<file path="config.mk">
export PLATFORM = sky130hd
export DESIGN_NAME = clock_fanout
export DESIGN_NICKNAME = d
export VERILOG_FILES = /design/src/hw/fanout_pkg.sv /design/src/hw/pin_sync.sv /design/src/hw/clock_fanout.sv
export SDC_FILE = /design/constraint.sdc
export NUM_CORES = 1
export LEC_CHECK = 0
export BUFFER_PORTS_ARGS = -buffer_cell sky130_fd_sc_hd__buf_2
export CELL_PAD_IN_SITES_DETAIL_PLACEMENT = 0
export CELL_PAD_IN_SITES_GLOBAL_PLACEMENT = 2
export CORE_MARGIN = 4
export CORE_UTILIZATION = 25
export DETAILED_ROUTE_END_ITERATION = 12
export GPL_TIMING_DRIVEN = 0
export PLACE_DENSITY = 0.55
export SLEW_MARGIN = 40
export SYNTH_ARGS = -nofsm -noshare
export SYNTH_HDL_FRONTEND = slang
export SYNTH_HIERARCHICAL = 1
export SYNTH_SLANG_ARGS = --single-unit
</file>
<file path="constraint.sdc">
create_clock -name clk -period 1.6 [get_ports clk]
set_input_delay 0.08 -clock clk [delete_from_list [all_inputs] [get_ports clk]]
set_output_delay 0.08 -clock clk [all_outputs]
set_load 0.01 [all_outputs]
</file>
<file path="src/hw/fanout_pkg.sv">
// constants and carrier types for the two-bank gated clock fan-out
// assumes one system clock fast enough to oversample the reference clock pin
// How it works
// one input clock copied to two banks of five
// all outputs low after reset until enabled
// enable low at falling edge forces bank low
// enable high at falling edge passes clock
// gate changes only while clock low, no runts
// bank a enable active high, no inversion
// bank b gated only by its own enable
// enables captured at falling edge, gates reset cleared
`default_nettype none
package fanout_pkg;

  // ----------------------------------------------------------------
  // sizes and reset values
  // ----------------------------------------------------------------
  localparam int BANK_OUTPUTS = 5;
  localparam int BANK_COUNT = 2;
  localparam int SYNC_STAGES = 3;
  localparam logic GATE_RESET = 1'h0;
  localparam logic LEVEL_RESET = 1'h0;

  // ----------------------------------------------------------------
  // pin samples after synchronising
  // ----------------------------------------------------------------
  typedef struct packed {
    logic ref_clk;
    logic bank_a_enable;
    logic bank_b_enable;
  } pin_sample_type;

endpackage
`default_nettype wire

</file>
<file path="src/hw/pin_sync.sv">
// three-stage synchroniser with agreement filter for slow pins
// assumes inputs are asynchronous to clk
`timescale 1ns/10ps
`default_nettype none
module pin_sync
  import fanout_pkg::*;
#(
  parameter int WIDTH = 3
)
(
  input wire logic clk, // system clock
  input wire logic sys_rst, // async reset, active high
  input wire logic [WIDTH-1:0] pin_in, // raw pins
  output logic [WIDTH-1:0] level_out // filtered level
);

  typedef struct packed {
    logic [WIDTH-1:0] s1;
    logic [WIDTH-1:0] s2;
    logic [WIDTH-1:0] s3;
    logic [WIDTH-1:0] level;
  } sync_state_type;

  sync_state_type st_r;
  sync_state_type st_nxt;

  // ----------------------------------------------------------------
  // stages
  // ----------------------------------------------------------------
  // s1 feeds only s2; a bit only counts once s2 and s3 agree
  always_comb
  begin
    st_nxt = st_r;
    st_nxt.s1 = pin_in;
    st_nxt.s2 = st_r.s1;
    st_nxt.s3 = st_r.s2;
    for (int i = 0; i < WIDTH; i++)
    begin
      if (st_r.s2[i] == st_r.s3[i])
      begin
        st_nxt.level[i] = st_r.s3[i];
      end
    end
  end

  always_ff @(posedge clk or posedge sys_rst)
  begin
    if (sys_rst)
    begin
      st_r <= '0;
    end
    else
    begin
      st_r <= st_nxt;
    end
  end

  assign level_out = st_r.level;

endmodule
`default_nettype wire

</file>
<file path="src/hw/clock_fanout.sv">
// two-bank clock fan-out with glitch-free gating at falling edges
// assumes ref_clk_in is well below half of clk so its edges are seen
// limitation: output edges land on the clk grid, so duty is only as fine as one clk
`timescale 1ns/10ps
`default_nettype none
module clock_fanout
  import fanout_pkg::*;
#(
  parameter int NOUT = BANK_OUTPUTS
)
(
  input wire logic clk, // system clock, 125 MHz
  input wire logic sys_rst, // async reset, active high
  input wire logic ref_clk_in, // clock to distribute
  input wire logic bank_a_enable, // bank a enable, active high
  input wire logic bank_b_enable, // bank b enable, active high
  output logic [NOUT-1:0] bank_a_outputs, // bank a clock copies
  output logic [NOUT-1:0] bank_b_outputs // bank b clock copies
);

  typedef struct packed {
    logic prev_clk;
    logic gate_a;
    logic gate_b;
    logic [NOUT-1:0] out_a;
    logic [NOUT-1:0] out_b;
  } fan_state_type;

  fan_state_type st_r;
  fan_state_type st_nxt;
  pin_sample_type pins;
  logic fall;

  // ----------------------------------------------------------------
  // pin synchronisers
  // ----------------------------------------------------------------
  // the clock goes through the same filter as the enables, so an enable
  // and the edge that captures it see the same latency
  pin_sync #(
    .WIDTH($bits(pin_sample_type))
  ) u_sync (
    .clk(clk),
    .sys_rst(sys_rst),
    .pin_in({ref_clk_in, bank_a_enable, bank_b_enable}),
    .level_out(pins)
  );

  // ----------------------------------------------------------------
  // gating
  // ----------------------------------------------------------------
  // edges are judged on the filtered level: about four clk of latency,
  // traded for a pin that cannot fake an edge with a single bad sample
  assign fall = st_r.prev_clk & ~pins.ref_clk;

  // gates move only at a falling edge, when the clock is low, so the
  // outputs never start or stop in the middle of a high phase
  always_comb
  begin
    st_nxt = st_r;
    st_nxt.prev_clk = pins.ref_clk;
    if (fall)
    begin
      st_nxt.gate_a = pins.bank_a_enable;
      st_nxt.gate_b = pins.bank_b_enable;
    end
    // outputs use the fresh gate, so a bank shut at this fall is low in
    // the same cycle; the clock is low here anyway, which is why a gate
    // change can never shorten a high phase
    st_nxt.out_a = {NOUT{st_nxt.gate_a & pins.ref_clk}};
    st_nxt.out_b = {NOUT{st_nxt.gate_b & pins.ref_clk}};
  end

  // prev_clk resets low so a pin high at release is not a falling edge
  always_ff @(posedge clk or posedge sys_rst)
  begin
    if (sys_rst)
    begin
      st_r.prev_clk <= LEVEL_RESET;
      st_r.gate_a <= GATE_RESET;
      st_r.gate_b <= GATE_RESET;
      st_r.out_a <= '0;
      st_r.out_b <= '0;
    end
    else
    begin
      st_r <= st_nxt;
    end
  end

  assign bank_a_outputs = st_r.out_a;
  assign bank_b_outputs = st_r.out_b;
endmodule
`default_nettype wire

</file>
==> impl_metrics.ini <==
[grt]
antenna_found_initial = 0
grt_pass1_vias = 359
grt_pass1_wl_um = 1500
grt_overflow = 0
grt_busiest_layer = met2
grtUsageMet3_pct = 1.34
grt_max_degree = 13
gr-usage-met2_pct = 9.03
met1_usage_pct = 6.91
grt_usage_pct = 5.75

[clocking]
post_cts_resized = 0
htreeDepth = 1
insertion_delay_ns = 0.28
cts-root-buf = clkbuf_4
clkTransAtPathRegs_ns = 0.09
cts.sinks = 17
numCtsBuffers = 3
clock_path_buffers = 2
cts_tree = built

[cells_and_area]
syn_to_final_growth_pct = 27.5
drive_above_1_share_pct = 61.3
multi_input_area_um2 = 92.6
fillers = 240
antenna_cells = 0
fin_nets = 68
seqCellArea_um2 = 425
fin_util_pct = 34.6

[synth]
synth_simple_gate_area_share_pct = 4.62
synth-compound-area-share_pct = 0
synthAdderAreaFrac_pct = 5.42
synth_warnings = 6
synthesis.nets = 45
synth_seq_cells = 17
synth_xor_area_share_pct = 0
ys_seq_area_share_pct = 68.3
syn_avg_cell_area_um2 = 15.6
synth_top_family_by_area = buffers and inverters
synth_area_um2 = 623
muxShareOfSynthArea_pct = 4.82
yosysUniqueCellTypes = 7
syn_inst = 40

[drt]
route.detailed.drc = 0
routed_wl_um = 805
antenna_left = 0
wire_per_inst_um = 8.94
via_per_inst = 3.67
vias = 330
firstDrtPassIters = 2
drt_iter0_markers = 5

[worst_setup_path]
crit_slowest_cell = dfrtp_1
crit_arrival_ns = 1.25
path_buf_inv = 1
crit_family = flip-flops
crit_fanout = 4
startpoint_type = flop
end_kind = flop
cp.required_ns = 1.78
path_class = reg -> reg
path_cells = buf_4, nand2b_4, mux2_4
critPathMaxStageDelay_ns = 0.40

[sta]
fin_tns_setup_ns = 0
slew_viol_final = 0
finalSetupViolCount = 0
rsz0062_at_grt = false
max_freq_ghz = 0.930
final.setup.worst_slack_ns = 0.525
fin_crit_ns = 1.07
finalHoldViolations = 0
slew_headroom_pct = 70.9
worst_pin_slew_ns = 0.436
fin_crit_sh_pct = 67.2
skew_ns = 0.00108

[floorplanning]
start_util_pct = 27.1
num_rows = 17
pin_count = 15
die-width_um = 57.9
die_h_um = 57.9
die_area_um2 = 3360
core-area_um2 = 2300

[placement]
port-buffer-count = 14
place_ws_ns = 0.528
gp_congestion = 0.610
hpwl_um = 606

[outcome]
status = finished clean

[hold_path]
hold_path.class = in -> async

[power]
ir_worst_vdd_v = 0.000517
power_density_nw_per_um2 = 1190
finalPower_w = 0.000947
p_leak_nw = 0.416

[flow_run]
drv_cap = 0
## stage by stage
stage          cell area [um^2]  hold slack [ns]  std cells
3_3_place_gp                728          0.00128         82
6_report                    795            0.237         90
3_5_place_dp                728          0.00256         82
5_1_grt                     795            0.266         90
2_1_floorplan               623           -0.141         40
4_1_cts                     795            0.235         90
## layout by cell type (no fill, tap or decap), drive strengths merged
| cell type | Yosys | routed |
|---|---|---|
| dlygate4sd3 | 0 | 4 |
| maj3 | 3 | 3 |
| inv | 2 | 2 |
| mux2 | 2 | 2 |
| buf | 13 | 27 |
| clkbuf | 0 | 4 |
| nand2b | 1 | 1 |
| and2 | 2 | 2 |
| dfrtp | 17 | 17 |
## cell families (layout without fill, tap and decap cells)
logic type,count (synthesis),in the layout
adder cells (fa/ha/maj),3,3
multiplexers,2,2
flip-flops,17,17
AND/OR/NAND/NOR,3,3
buffers and inverters,15,37
## layer usage
layer  wire [um]  share of wire, %
met2         370                46
met3          66               8.2
met1         368                46
met4           0                 0
met5           0                 0
## flip-flops by register name (all words and copies together) (netlist names)
register	count
u_sync/level_out	3
bank_b_outputs	1
u_sync/st_r	3
u_sync/st_nxt	6
bank_a_outputs	1
st_r	3
## cell usage after synthesis
master	count	share of area, %
maj3_2	3	5.4
nand2b_4	1	2.2
mux2_4	2	4.8
inv_1	2	1.2
and2_2	2	2.4
buf_4	13	16
dfrtp_1	17	68
## timing repair
item                                   4_1_cts  5_1_grt
endpoints found under the hold margin       20        0
setup endpoints to repair                    0        0
buffers inserted                             0        0
hold buffers                                 4        0
## report_power, final
| part | internal, W | switching, W | total (W) |
|---|---|---|---|
| sequential | 0.000475 | 0.0000303 | 0.000506 |
| clock | 0.0000967 | 0.000127 | 0.000224 |
| combinational | 0.000144 | 0.0000739 | 0.000218 |
| total | 0.000716 | 0.000231 | 0.000947 |
## worst min-delay path: cells and delay by family
kind / cells / cell delay, ns
buffers and inverters: 3 / 0.80
## final cells by class
type / count / area share, %
multi-input combinational: 8 / 11.7
clock buffer: 4 / 3.31
sequential: 17 / 53.5
inverter: 2 / 0.945
buffer: 13 / 12.3
tap: 28 / 4.41
timing repair buffer: 18 / 13.9
## path summary, 6_finish.rpt
path / slack, ns / cells past startpoint / endpoint / startpoint
worst max-delay path: 0.53 / 3 / st_r[10] / u_sync/level_out[2]
worst min-delay path: 0.24 / 3 / bank_a_outputs[0] / sys_rst
worst max register to register: 0.53 / 3 / st_r[10] / u_sync/level_out[2]
worst min register to register: 0.36 / 0 / u_sync/st_nxt[5] / u_sync/st_nxt[8]
max in group asynchronous: 0.96 / 3 / u_sync/level_out[0] / sys_rst
min in group clk: 0.36 / 0 / u_sync/st_nxt[5] / u_sync/st_nxt[8]
No activity file was read; power rests on OpenSTA's default activity.
